## src/logic/dspo_pkg.sv

```systemverilog
// Constants for the parallel pixel output and general-purpose pin block.
// Assumes a 100 MHz system clock and an AXI4-Lite register master.
package dspo_pkg;

  // Geometry
  localparam int PIX_W     = 12;
  localparam int PIX10_W   = 10;
  localparam int WORD_W    = 14;
  localparam int FIFO_DEPTH = 16;
  localparam int GPIO_N    = 4;
  localparam int ADDR_W    = 8;

  // Bits of a buffered word
  localparam int WORD_LINE_BIT  = 12;
  localparam int WORD_FRAME_BIT = 13;

  // Register byte offsets
  localparam logic [ADDR_W-1:0] ADDR_CTRL     = 8'h00;
  localparam logic [ADDR_W-1:0] ADDR_GPIO_DIR = 8'h04;
  localparam logic [ADDR_W-1:0] ADDR_GPIO_OUT = 8'h08;
  localparam logic [ADDR_W-1:0] ADDR_STATUS   = 8'h0C;

  // Control register fields and reset values
  localparam int CTRL_EDGE_BIT = 0;
  localparam int CTRL_MODE_LSB = 1;
  localparam int CTRL_EN_BIT   = 3;
  localparam logic       CTRL_EDGE_RESET = 1'h1;
  localparam logic [1:0] CTRL_MODE_RESET = 2'h0;
  localparam logic       CTRL_EN_RESET   = 1'h1;
  localparam logic [3:0] GPIO_DIR_RESET  = 4'h0;
  localparam logic [3:0] GPIO_OUT_RESET  = 4'h0;

  // Status register fields
  localparam int STAT_PIN_LSB    = 0;
  localparam int STAT_EXTOSC_BIT = 4;
  localparam int STAT_EMPTY_BIT  = 5;
  localparam int STAT_FULL_BIT   = 6;
  localparam int STAT_UNDER_BIT  = 7;
  localparam int STAT_LVIOL_BIT  = 8;
  localparam int STAT_FVIOL_BIT  = 9;

  // Upper pin pair, forced to output under an external oscillator
  localparam logic [3:0] GPIO_UPPER_MASK = 4'hC;

  // Output modes
  typedef enum logic [1:0] {
    DSPO_MODE_12LF,
    DSPO_MODE_12HF,
    DSPO_MODE_10
  } dspo_mode_t;

  // Timing
  localparam int SYS_PERIOD_NS  = 10;
  localparam int PCLK_PERIOD_NS = 40;
  localparam int PCLK_DIV       = PCLK_PERIOD_NS / SYS_PERIOD_NS;
  localparam int PCLK_HALF      = PCLK_DIV / 2;
  localparam int SYNC_MIN_PIX   = 10;
  localparam logic [3:0] GAP_MAX = 4'hF;

  // AXI responses
  localparam logic [1:0] RESP_OKAY   = 2'h0;
  localparam logic [1:0] RESP_SLVERR = 2'h2;

endpackage : dspo_pkg

```

## src/logic/dspo_fifo.sv

```systemverilog
// Synchronous FIFO with valid/ready on both sides.
// Assumes one clock and a synchronous active-high reset; DEPTH is a power of two.
`timescale 1ns/1ps
module dspo_fifo #(
  parameter int WIDTH = 14,
  parameter int DEPTH = 16
) (
  input  wire logic             clk,       // System clock
  input  wire logic             rst,       // Synchronous reset
  input  wire logic             in_valid,  // Write request
  output logic                  in_ready,  // Space available
  input  wire logic [WIDTH-1:0] in_data,   // Write word
  output logic                  out_valid, // Word available
  input  wire logic             out_ready, // Read acknowledge
  output logic [WIDTH-1:0]      out_data,  // Head word
  output logic                  full,      // No space left
  output logic                  empty      // Nothing stored
);
  localparam int PW = $clog2(DEPTH);

  logic [WIDTH-1:0] mem [DEPTH];
  logic [PW-1:0]    wr_ptr;
  logic [PW-1:0]    rd_ptr;
  logic [PW:0]      count;
  logic             do_wr;
  logic             do_rd;

  assign full      = (count == (PW+1)'(DEPTH));
  assign empty     = (count == '0);
  assign in_ready  = !full;
  assign out_valid = !empty;
  assign out_data  = mem[rd_ptr];
  assign do_wr     = in_valid && in_ready;
  assign do_rd     = out_valid && out_ready;

  always_ff @(posedge clk) begin
    if (do_wr) begin
      mem[wr_ptr] <= in_data;
    end
  end

  always_ff @(posedge clk) begin
    if (rst) begin
      wr_ptr <= '0;
      rd_ptr <= '0;
      count  <= '0;
    end else begin
      if (do_wr) begin
        wr_ptr <= wr_ptr + PW'(1);
      end
      if (do_rd) begin
        rd_ptr <= rd_ptr + PW'(1);
      end
      if (do_wr && !do_rd) begin
        count <= count + (PW+1)'(1);
      end else if (do_rd && !do_wr) begin
        count <= count - (PW+1)'(1);
      end
    end
  end

endmodule : dspo_fifo

```

## src/logic/dspo_top.sv

```systemverilog
// Parallel pixel output stage with general-purpose pin direction control.
// Assumes link-side pixel words arrive from logic on CLK_SYS; pins are asynchronous.
// What this block does
// - In both 12-bit modes line and frame sync pass through unfiltered.
// - A control bit picks which pixel clock edge strobes the output data.
// - Each lower pin is either an input forwarded to the remote side or a register output.
// - Each upper pin is either an input forwarded to the remote side or a register output.
// - With an external oscillator the upper pins can only be register-driven outputs.
// - In 10-bit mode the pixel clock lies in 25 to 100 MHz with ten data bits and two syncs.
//
// Our own choices: the register addresses and the AXI4-Lite register port.
`timescale 1ns/1ps
module dspo_top (
  input  wire logic        CLK_SYS,               // 100 MHz system clock
  input  wire logic        RESET,                 // Synchronous reset, active high
  input  wire logic [11:0] LINK_PIX_DATA,         // Recovered pixel word
  input  wire logic        LINK_LINE_SYNC,        // Recovered line sync
  input  wire logic        LINK_FRAME_SYNC,       // Recovered frame sync
  input  wire logic        LINK_VALID,            // Pixel word offered
  output logic             LINK_READY,            // Buffer has room
  output logic             PIXEL_CLK,             // Pixel clock output
  output logic [11:0]      PIXEL_DATA_OUT,        // Parallel pixel data
  output logic             LINE_SYNC,             // Line sync output
  output logic             FRAME_SYNC,            // Frame sync output
  input  wire logic [3:0]  GPIO_I,                // Pin levels
  output logic [3:0]       GPIO_O,                // Pin drive values
  output logic [3:0]       GPIO_OE,               // Pin drive enables
  input  wire logic        EXT_OSC_MODE,          // Link pair runs from external oscillator
  output logic [3:0]       REMOTE_GENERAL_OUTPUT, // Pin inputs forwarded to remote side
  input  wire logic [7:0]  S_AXI_AWADDR,          // Write address
  input  wire logic        S_AXI_AWVALID,         // Write address valid
  output logic             S_AXI_AWREADY,         // Write address ready
  input  wire logic [31:0] S_AXI_WDATA,           // Write data
  input  wire logic [3:0]  S_AXI_WSTRB,           // Write byte strobes
  input  wire logic        S_AXI_WVALID,          // Write data valid
  output logic             S_AXI_WREADY,          // Write data ready
  output logic [1:0]       S_AXI_BRESP,           // Write response
  output logic             S_AXI_BVALID,          // Write response valid
  input  wire logic        S_AXI_BREADY,          // Write response ready
  input  wire logic [7:0]  S_AXI_ARADDR,          // Read address
  input  wire logic        S_AXI_ARVALID,         // Read address valid
  output logic             S_AXI_ARREADY,         // Read address ready
  output logic [31:0]      S_AXI_RDATA,           // Read data
  output logic [1:0]       S_AXI_RRESP,           // Read response
  output logic             S_AXI_RVALID,          // Read data valid
  input  wire logic        S_AXI_RREADY           // Read data ready
);

  function automatic logic [31:0] wmerge(input logic [31:0] old_v, input logic [31:0] new_v,
                                         input logic [3:0] strb);
    logic [31:0] res;
    res = old_v;
    for (int i = 0; i < 4; i++) begin
      if (strb[i]) begin
        res[8*i +: 8] = new_v[8*i +: 8];
      end
    end
    return res;
  endfunction : wmerge
  function automatic logic addr_ok(input logic [7:0] a);
    return (a == dspo_pkg::ADDR_CTRL) || (a == dspo_pkg::ADDR_GPIO_DIR) ||
           (a == dspo_pkg::ADDR_GPIO_OUT) || (a == dspo_pkg::ADDR_STATUS);
  endfunction : addr_ok
  // Pixels since the last sync change, saturating
  function automatic logic [3:0] gap_next(input logic [3:0] gap, input logic toggled);
    if (toggled) begin
      return 4'h0;
    end
    return (gap == dspo_pkg::GAP_MAX) ? gap : gap + 4'h1;
  endfunction : gap_next

  logic [7:0]  aw_addr;
  logic [31:0] w_data, status_word, rd_word, next_ctrl, next_dir, next_out;
  logic [3:0]  w_strb, gpio_dir, gpio_out, gpio_s1, gpio_s2, eff_dir;
  logic [3:0]  pdiv_cnt, line_gap, frame_gap;
  logic [1:0]  ctrl_mode;
  logic [13:0] fifo_data;
  logic        aw_held, w_held, do_write, ctrl_edge, ctrl_en;
  logic        underrun, line_viol, frame_viol, clr_under, clr_lviol, clr_fviol;
  logic        ext_s1, ext_s2, pclk_lvl, half_tick, launch, pop, mode10;
  logic        line_tog, frame_tog, fifo_valid, fifo_full, fifo_empty;

  dspo_fifo #(
    .WIDTH (dspo_pkg::WORD_W),
    .DEPTH (dspo_pkg::FIFO_DEPTH)
  ) u_fifo (
    .clk       (CLK_SYS),
    .rst       (RESET),
    .in_valid  (LINK_VALID),
    .in_ready  (LINK_READY),
    .in_data   ({LINK_FRAME_SYNC, LINK_LINE_SYNC, LINK_PIX_DATA}),
    .out_valid (fifo_valid),
    .out_ready (pop),
    .out_data  (fifo_data),
    .full      (fifo_full),
    .empty     (fifo_empty)
  );

  // AXI write channel: address and data taken in either order
  assign S_AXI_AWREADY = !aw_held;
  assign S_AXI_WREADY  = !w_held;
  assign do_write      = aw_held && w_held && !S_AXI_BVALID;

  always_ff @(posedge CLK_SYS) begin
    if (RESET) begin
      aw_held <= 1'b0;
      aw_addr <= 8'h00;
      w_held  <= 1'b0;
      w_data  <= 32'h0000_0000;
      w_strb  <= 4'h0;
    end else begin
      if (S_AXI_AWVALID && !aw_held) begin
        aw_held <= 1'b1;
        aw_addr <= S_AXI_AWADDR;
      end
      if (S_AXI_WVALID && !w_held) begin
        w_held <= 1'b1;
        w_data <= S_AXI_WDATA;
        w_strb <= S_AXI_WSTRB;
      end
      if (do_write) begin
        aw_held <= 1'b0;
        w_held  <= 1'b0;
      end
    end
  end

  always_ff @(posedge CLK_SYS) begin
    if (RESET) begin
      S_AXI_BVALID <= 1'b0;
      S_AXI_BRESP  <= dspo_pkg::RESP_OKAY;
    end else if (do_write) begin
      S_AXI_BVALID <= 1'b1;
      S_AXI_BRESP  <= addr_ok(aw_addr) ? dspo_pkg::RESP_OKAY : dspo_pkg::RESP_SLVERR;
    end else if (S_AXI_BREADY) begin
      S_AXI_BVALID <= 1'b0;
    end
  end

  // Control and pin registers, merged under the byte strobes
  assign next_ctrl = wmerge({28'h0, ctrl_en, ctrl_mode, ctrl_edge}, w_data, w_strb);
  assign next_dir  = wmerge({28'h0, gpio_dir}, w_data, w_strb);
  assign next_out  = wmerge({28'h0, gpio_out}, w_data, w_strb);
  always_ff @(posedge CLK_SYS) begin
    if (RESET) begin
      ctrl_edge <= dspo_pkg::CTRL_EDGE_RESET;
      ctrl_mode <= dspo_pkg::CTRL_MODE_RESET;
      ctrl_en   <= dspo_pkg::CTRL_EN_RESET;
      gpio_dir  <= dspo_pkg::GPIO_DIR_RESET;
      gpio_out  <= dspo_pkg::GPIO_OUT_RESET;
    end else if (do_write) begin
      if (aw_addr == dspo_pkg::ADDR_CTRL) begin
        ctrl_edge <= next_ctrl[dspo_pkg::CTRL_EDGE_BIT];
        ctrl_mode <= next_ctrl[dspo_pkg::CTRL_MODE_LSB +: 2];
        ctrl_en   <= next_ctrl[dspo_pkg::CTRL_EN_BIT];
      end
      if (aw_addr == dspo_pkg::ADDR_GPIO_DIR) begin
        gpio_dir <= next_dir[3:0];
      end
      if (aw_addr == dspo_pkg::ADDR_GPIO_OUT) begin
        gpio_out <= next_out[3:0];
      end
    end
  end

  // Write-one-to-clear of sticky flags; a new event wins over the clear
  assign clr_under = do_write && (aw_addr == dspo_pkg::ADDR_STATUS) && w_strb[0] &&
                     w_data[dspo_pkg::STAT_UNDER_BIT];
  assign clr_lviol = do_write && (aw_addr == dspo_pkg::ADDR_STATUS) && w_strb[1] &&
                     w_data[dspo_pkg::STAT_LVIOL_BIT];
  assign clr_fviol = do_write && (aw_addr == dspo_pkg::ADDR_STATUS) && w_strb[1] &&
                     w_data[dspo_pkg::STAT_FVIOL_BIT];

  // AXI read channel
  always_comb begin
    status_word = 32'h0000_0000;
    status_word[dspo_pkg::STAT_PIN_LSB +: 4]  = gpio_s2;
    status_word[dspo_pkg::STAT_EXTOSC_BIT]    = ext_s2;
    status_word[dspo_pkg::STAT_EMPTY_BIT]     = fifo_empty;
    status_word[dspo_pkg::STAT_FULL_BIT]      = fifo_full;
    status_word[dspo_pkg::STAT_UNDER_BIT]     = underrun;
    status_word[dspo_pkg::STAT_LVIOL_BIT]     = line_viol;
    status_word[dspo_pkg::STAT_FVIOL_BIT]     = frame_viol;
    case (S_AXI_ARADDR)
      dspo_pkg::ADDR_CTRL:     rd_word = {28'h0, ctrl_en, ctrl_mode, ctrl_edge};
      dspo_pkg::ADDR_GPIO_DIR: rd_word = {28'h0, gpio_dir};
      dspo_pkg::ADDR_GPIO_OUT: rd_word = {28'h0, gpio_out};
      dspo_pkg::ADDR_STATUS:   rd_word = status_word;
      default:                 rd_word = 32'h0000_0000;
    endcase
  end

  assign S_AXI_ARREADY = !S_AXI_RVALID;
  always_ff @(posedge CLK_SYS) begin
    if (RESET) begin
      S_AXI_RVALID <= 1'b0;
      S_AXI_RDATA  <= 32'h0000_0000;
      S_AXI_RRESP  <= dspo_pkg::RESP_OKAY;
    end else if (S_AXI_ARVALID && !S_AXI_RVALID) begin
      S_AXI_RVALID <= 1'b1;
      S_AXI_RDATA  <= rd_word;
      S_AXI_RRESP  <= addr_ok(S_AXI_ARADDR) ? dspo_pkg::RESP_OKAY : dspo_pkg::RESP_SLVERR;
    end else if (S_AXI_RREADY) begin
      S_AXI_RVALID <= 1'b0;
    end
  end

  // Pixel clock divider; data launch on the transition to the non-strobe level
  assign half_tick = (pdiv_cnt == 4'(dspo_pkg::PCLK_HALF - 1));
  assign launch    = half_tick && ((!pclk_lvl) != ctrl_edge);
  assign pop       = launch && ctrl_en && fifo_valid;
  assign mode10    = (ctrl_mode == dspo_pkg::DSPO_MODE_10);
  assign PIXEL_CLK = pclk_lvl;

  always_ff @(posedge CLK_SYS) begin
    if (RESET) begin
      pdiv_cnt <= 4'h0;
      pclk_lvl <= 1'b0;
    end else if (half_tick) begin
      pdiv_cnt <= 4'h0;
      pclk_lvl <= !pclk_lvl;
    end else begin
      pdiv_cnt <= pdiv_cnt + 4'h1;
    end
  end

  always_ff @(posedge CLK_SYS) begin
    if (RESET) begin
      PIXEL_DATA_OUT <= 12'h000;
      LINE_SYNC      <= 1'b0;
      FRAME_SYNC     <= 1'b0;
    end else if (pop) begin
      // Upper two data lines held low when only ten bits are carried
      PIXEL_DATA_OUT <= mode10 ? {2'h0, fifo_data[dspo_pkg::PIX10_W-1:0]} :
                                 fifo_data[dspo_pkg::PIX_W-1:0];
      LINE_SYNC      <= fifo_data[dspo_pkg::WORD_LINE_BIT];
      FRAME_SYNC     <= fifo_data[dspo_pkg::WORD_FRAME_BIT];
    end
  end

  // Sync spacing monitor; syncs are forwarded regardless, only flagged
  assign line_tog  = pop && (fifo_data[dspo_pkg::WORD_LINE_BIT] != LINE_SYNC);
  assign frame_tog = pop && (fifo_data[dspo_pkg::WORD_FRAME_BIT] != FRAME_SYNC);

  always_ff @(posedge CLK_SYS) begin
    if (RESET) begin
      line_gap  <= dspo_pkg::GAP_MAX;
      frame_gap <= dspo_pkg::GAP_MAX;
    end else if (pop) begin
      line_gap  <= gap_next(line_gap, line_tog);
      frame_gap <= gap_next(frame_gap, frame_tog);
    end
  end

  always_ff @(posedge CLK_SYS) begin
    if (RESET) begin
      underrun   <= 1'b0;
      line_viol  <= 1'b0;
      frame_viol <= 1'b0;
    end else begin
      // Set terms first: an event in the clearing cycle wins
      underrun   <= (launch && ctrl_en && !fifo_valid) || (underrun && !clr_under);
      line_viol  <= (mode10 && line_tog && (line_gap < 4'(dspo_pkg::SYNC_MIN_PIX - 1))) ||
                    (line_viol && !clr_lviol);
      frame_viol <= (mode10 && frame_tog && (frame_gap < 4'(dspo_pkg::SYNC_MIN_PIX - 1))) ||
                    (frame_viol && !clr_fviol);
    end
  end

  // Pin synchronisers; no reset, so hold reset two clocks for them to settle
  always_ff @(posedge CLK_SYS) begin
    gpio_s1 <= GPIO_I;
    gpio_s2 <= gpio_s1;
    ext_s1  <= EXT_OSC_MODE;
    ext_s2  <= ext_s1;
  end

  // External oscillator overrides the upper pair to outputs
  assign eff_dir = gpio_dir | (ext_s2 ? dspo_pkg::GPIO_UPPER_MASK : 4'h0);

  always_ff @(posedge CLK_SYS) begin
    if (RESET) begin
      GPIO_OE               <= 4'h0;
      GPIO_O                <= 4'h0;
      REMOTE_GENERAL_OUTPUT <= 4'h0;
    end else begin
      GPIO_OE               <= eff_dir;
      GPIO_O                <= gpio_out;
      REMOTE_GENERAL_OUTPUT <= gpio_s2 & ~eff_dir;
    end
  end
endmodule : dspo_top

```

## config.mk

```make
export PLATFORM = sky130hd
export DESIGN_NAME = dspo_top
export DESIGN_NICKNAME = d
export VERILOG_FILES = /design/src/logic/dspo_pkg.sv /design/src/logic/dspo_fifo.sv /design/src/logic/dspo_top.sv
export SDC_FILE = /design/constraint.sdc
export NUM_CORES = 1
export LEC_CHECK = 0
export BUFFER_PORTS_ARGS = -buffer_cell sky130_fd_sc_hd__clkbuf_2
export CAP_MARGIN = 10
export CORE_ASPECT_RATIO = 1.2
export CORE_MARGIN = 2
export CORE_UTILIZATION = 40
export CTS_CLUSTER_DIAMETER = 150
export DETAILED_ROUTE_END_ITERATION = 8
export GPL_TIMING_DRIVEN = 0
export HOLD_SLACK_MARGIN = 0.12
export PLACE_DENSITY = 0.65
export SETUP_SLACK_MARGIN = 0.5
export SLEW_MARGIN = 30
export SYNTH_ARGS = -nofsm -noshare
export SYNTH_HDL_FRONTEND = slang
export SYNTH_SLANG_ARGS = --single-unit
```

## constraint.sdc

```tcl
create_clock -name CLK_SYS -period 9.6 [get_ports CLK_SYS]
set_clock_uncertainty 0.2 [all_clocks]
set_input_delay 0.48 -clock CLK_SYS [delete_from_list [all_inputs] [get_ports CLK_SYS]]
set_output_delay 0.48 -clock CLK_SYS [all_outputs]
set_load 0.01 [all_outputs]
```

* After elaboration in Yosys (flattened, before gate mapping)
Memory sizes are Yosys's and may differ from the RTL's. A register that Yosys moved wholly into a read port is not among the register bits. Index checks and enable logic that the tools add are counted. Widths: inputs -> output; s select.
Storage, ports and cells: memories kept 1, output and inout port bits 69, logic and storage cells 153, register bits 137, memory bits (writable) 224, input port bits 79
Memory list:
- u_fifo.mem | words 16, width 14, rd ports 1, clocked after memory_dff 1, wr ports 1, RTL line dspo_fifo.sv:21 | logic [WIDTH-1:0] mem [DEPTH];
Operators by class: magnitude comparators 2, multiplexer cells 27, bitwise gates (word level) 3, eq/ne operators 16, $add $sub $neg 7, reductions and logical operators 62
Operator list (number):
- $pmux 10 s4 | 1
- $mux 4 | 9
- $eq 8x4->1 const B | 4
- $logic_and 1x1->1 | 28
- $add 4x1->4 const B | 5
- $eq 8x3->1 const B | 2
- $logic_not 8->1 | 2
- $logic_not 1->1 | 12
- $mux 1 | 12
- $mux 12 | 1
- $mux 5 | 2
- $logic_or 1x1->1 | 9
- $reduce_and 3->1 | 3
- $eq 4x4->1 const B | 2
- $lt 4x4->1 const B | 2
- $reduce_bool 2->1 | 3
- $add 5x1->5 const B | 1
- $eq 5x5->1 const B | 1
- $logic_not 5->1 | 1
- $sub 5x1->5 const B | 1
- $and 4x4->4 | 1
- $eq 4x1->1 const B | 1
- $mux 2 | 2
- $ne 2x2->1 const B | 2
- 6 further kinds | 10

* Longest topological paths before layout
depth after elaboration 11, gate-level depth with buffers 15, mapped depth without buffers 13

* Cells and area by module
From an unflattened synthesis, not the netlist that was laid out.
Unflattened totals: cell total of the unflattened synthesis 861, area total of the unflattened synthesis 13142.6 um2
Modules (own cells, without submodules):
- dspo_fifo | area each 9334.0 um2, sequential area each 7066.8 um2, instances 1, cells an instance 456
- dspo_top | area each 3808.7 um2, sequential area each 1941.9 um2, instances 1, cells an instance 405

* Worst setup path after synthesis
OpenSTA, ideal clock, no wires.
kind reg-to-reg, from register u_fifo.count[0], to register u_fifo.count[4], setup time 71 ps, cell stages (with the launch flop) 14, period minus slack after synthesis 3328 ps, path slack 6272 ps, path buffers 2, data arrival time 3058 ps, data required time 9329 ps, path through dfxtp_1 -> or4_1 -> o2111a_1 -> buf_4 -> inv_2 -> buf_2 -> ha_1 -> inv_1 -> fa_1 -> a21o_1 -> a21oi_1 -> xnor2_1 -> or3_1 -> a21oi_1
On the way: word-level cells in the longest chain between the ends 7, elaborated cells on any way between the ends 16, classes of those cells add/sub (2); eq/ne (1); mux (2); reduce/logical (11)
Ends and longest elaborated chain:
- start: declaration | RTL line dspo_fifo.sv:24 | logic [PW:0] count;
- start signal: assignment | RTL line dspo_fifo.sv:55 | count <= count + (PW+1)'(1);
- start signal: assignment | RTL line dspo_fifo.sv:57 | count <= count - (PW+1)'(1);
- branches (longest 7 deep; another with $sub 5x1->5)
Parallel ways; which one is timed is not known. The select of a mux whose other input is x is not followed. A chain may end at the register's enable or synchronous reset.

* Final worst setup path
Ends and elaborated chain as after synthesis.

==> impl_metrics.csv <==
group,metric,value,unit
run_status,status,"finished, final reports clean",
logic_synthesis,synth_top_area_share,51.0,%
layout,stdcell_count,1460,
power_and_ir_drop,ir_drop,0.000139,V
cts,clockRootBuffer,"clkbuf_16",
placed_design,dp_cells,1366,
logic_synthesis,synthArstFlopShare,0,%
floorplan,start_util,40.7,%
cts,post_cts_buffers,0,
logic_synthesis,synth_edf_count,224,
routing,detailroute.via_count,7516,
global_routing,grt_pass1_vias,7575,
cts,clock_sinks,338,
cts,ctsHoldBuffers,27,
timing,final_hold_viol_count,0,
flow_run,maxCapViolCount,0,
logic_synthesis,yosysWarnings,0,
routing,routedWlPerCell,20.0,um
layout,drive_gt1_share,28.1,%
global_routing,grt_antenna_before_repair,0,
setup_path,critPathArrivalTime,3.98,ns
cts,cts_tree,"yes",
routing,drt_wl_total,29.2,mm
logic_synthesis,postSynthCellCount,829,
logic_synthesis,yosys-top-cells-area,"edfxtp_1 51%, dfxtp_1 17%, mux4_2 11%",
global_routing,grt_use_total,17.0,%
floorplan,die_w,170,um
timing,slew-limit-headroom,36.8,%
setup_path,cp_slowest_cell,"or4_1",
layout,post-route-util,49.5,%
layout,nNetsFinal,1120,
placed_design,place_congestion,0.789,
timing,setup_viol,0,
hold_path,min-delay-path-class,"reg -> reg",
layout,diodes,0,
logic_synthesis,ys.flop_type,"edfxtp_1",
cts,ctsHtreeMaxLevel,2,
logic_synthesis,synth_seq_cells,338,
floorplan,die_area,34400,um2
timing,timing.setup.tns,0,ns
logic_synthesis,mappedNetlistArea,13200,um2
cts,cts-resized-gates,0,
floorplan,rows,72,
placed_design,post-dp-hpwl,19.4,mm
setup_path,crit_chain,"or4_1 > o2111a_1 > buf_4 > inv_2 > buf_2 > ha_1 > inv_1 > fa_1 > a21o_1 > a21oi_1 > xnor2_1 > or3_1 > a21oi_1",
setup_path,path_buf_inv,4,
routing,ant_nets,0,
cts,clockBufferDepth,3,
layout,multi_input_area,3910,um2
timing,finalMaxSlewViolations,0,
setup_path,max_stage_delay,0.61,ns
power_and_ir_drop,p_leak,5.68,nW
global_routing,grt-ovfl-total,0,
setup_path,worstPathMaxFanout,10,
layout,area_growth,21.4,%
setup_path,r2r_slack,5.85,ns
routing,drc,0,
routing,drt_iter0_drc,616,
power_and_ir_drop,powerDensity,215,nW/um2
timing,period_minus_slack,3.75,ns
cts,clk_pin_slew_worst_paths,0.05,ns
floorplan,core_area,32300,um2
logic_synthesis,synth.avg_cell_area,15.9,um2
global_routing,grt_pass1_wl,44.1,mm
timing,worst_pin_slew,0.948,ns
timing,finalCritPeriodShare,39.1,%
setup_path,start_kind,"flip-flop",
routing,dr.pass1.iters,5,
setup_path,cp_top_family,"simple AND/OR/NAND/NOR gates",
logic_synthesis,yosysTopAreaCell,"edfxtp_1",
routing,avgViaCountPerCell,5.15,
global_routing,grt_max_degree,17,
cts,cts_buffers,37,
setup_path,path_class,"reg -> reg",
layout,seqCellArea,9010,um2
floorplan,ioPinCount,148,
timing,rsz0062_at_grt,"false",
floorplan,die_y,203,um
layout,fillers,2704,
setup_path,path_common_cell,"a21oi_1",
logic_synthesis,synth-seq-area-share,68.4,%
setup_path,crit_required,9.83,ns
logic_synthesis,post_synth_num_cell_types,57,
placed_design,port_buffers,95,
cts,worst_skew_pair.late_latency,0.52,ns
timing,timing.fmax,267,MHz
setup_path,cp-end-kind,"flip-flop",
## worst paths after layout
path / startpoint / endpoint / cells past startpoint
min: ext_s1$_DFF_P_ / ext_s2$_DFF_P_ / 0
max reg2reg: u_fifo.count[0]$_SDFFE_PP0P_ / u_fifo.count[4]$_SDFFE_PP0P_ / 13
max: u_fifo.count[0]$_SDFFE_PP0P_ / u_fifo.count[4]$_SDFFE_PP0P_ / 13
min reg2reg: ext_s1$_DFF_P_ / ext_s2$_DFF_P_ / 0
## layout by cell type, fill, tap and decap left out, types with 10 or more instances in the layout
master,n
mux2i_1,20
dfxtp_1,114
clkbuf_16,38
clkbuf_1,25
a21oi_1,43
nor3_1,14
nand2_1,56
buf_4,31
dlygate4sd3_1,27
ha_1,15
nor2_1,58
buf_2,11
inv_1,16
conb_1,24
mux4_2,62
mux4_1,10
nor2b_1,12
clkbuf_2,95
edfxtp_1,224
## power by group
group | leakage [nW] | total (W) | internal (W) | switching [W]
Clock | 0.614 | 0.00144 | 0.000884 | 0.000561
Combinational | 2.11 | 0.000352 | 0.000156 | 0.000195
Sequential | 2.95 | 0.00164 | 0.00161 | 0.0000342
## area by class of cell
type | count | share of cell area, %
clock inverter | 18 | 1.29
timing repair buffer | 134 | 5.46
tap | 407 | 3.18
sequential | 338 | 56.3
inverter | 17 | 0.399
multi-input combinational | 433 | 24.4
buffer | 64 | 2.34
clock buffer | 49 | 6.60
## state kept, by name (all words and copies together) (netlist names), 5 cells and up, named ones only
name	cells
aw_addr	8
w_data	7
S_AXI_RDATA	10
u_fifo.count	5
u_fifo.mem	224
PIXEL_DATA_OUT	12
## cell families (layout without fill, tap and decap cells)
group,after synthesis,count (layout),share of synthesized area (%)
other,1,24,0.0285
buffers and inverters,81,282,3.32
flip-flops,338,338,68.4
AO/OA/AOI/OAI,86,86,4.25
AND/OR/NAND/NOR,202,202,7.48
XOR/XNOR,13,13,0.864
multiplexers,92,92,14.1
adder cells (fa/ha/maj),16,16,1.58
## per-stage QoR
| stage | setup slack (ns) | instance area, um2 | power (W) | hold WS [ns] |
|---|---|---|---|---|
| 6_report | 5.85 | 16000 | 0.00344 | 0.124 |
| 5_1_grt | 5.66 | 16000 | 0.00356 | 0.128 |
| 4_1_cts | 5.86 | 16000 | 0.00347 | 0.126 |
| 3_5_place_dp | 5.89 | 14500 | 0.00202 | 0.112 |
| 3_3_place_gp | 5.08 | 14200 | 0.00200 | 0.114 |
| 2_1_floorplan | 6.27 | 13300 | 0.00190 | 0.110 |
## per-layer routing
metal  wire [um]  GRT usage (%)
met5           0              0
met4         644           4.43
met1       11900           21.9
met2       14600           29.4
met3        2080           3.65
## synthesized netlist by cell type, types with 15 or more instances
cell and number:
inv_1 16, buf_4 27, ha_1 15, dfxtp_1 114
a21oi_1 43, edfxtp_1 224, nor2_1 70, nand2_1 56
mux2i_1 20, clkbuf_1 21, nor3_1 18, mux4_2 62
## worst register-to-register path: stages, from the launching register on
cell      delay (ns)
dfxtp_1         0.36
or4_1           0.61
o2111a_1        0.26
buf_4           0.18
inv_2           0.08
buf_2           0.26
ha_1            0.23
inv_1           0.12
fa_1            0.46
a21o_1          0.17
a21oi_1         0.19
xnor2_1         0.10
or3_1           0.31
a21oi_1         0.15
Note: power is estimated with default switching activity, not from simulation.
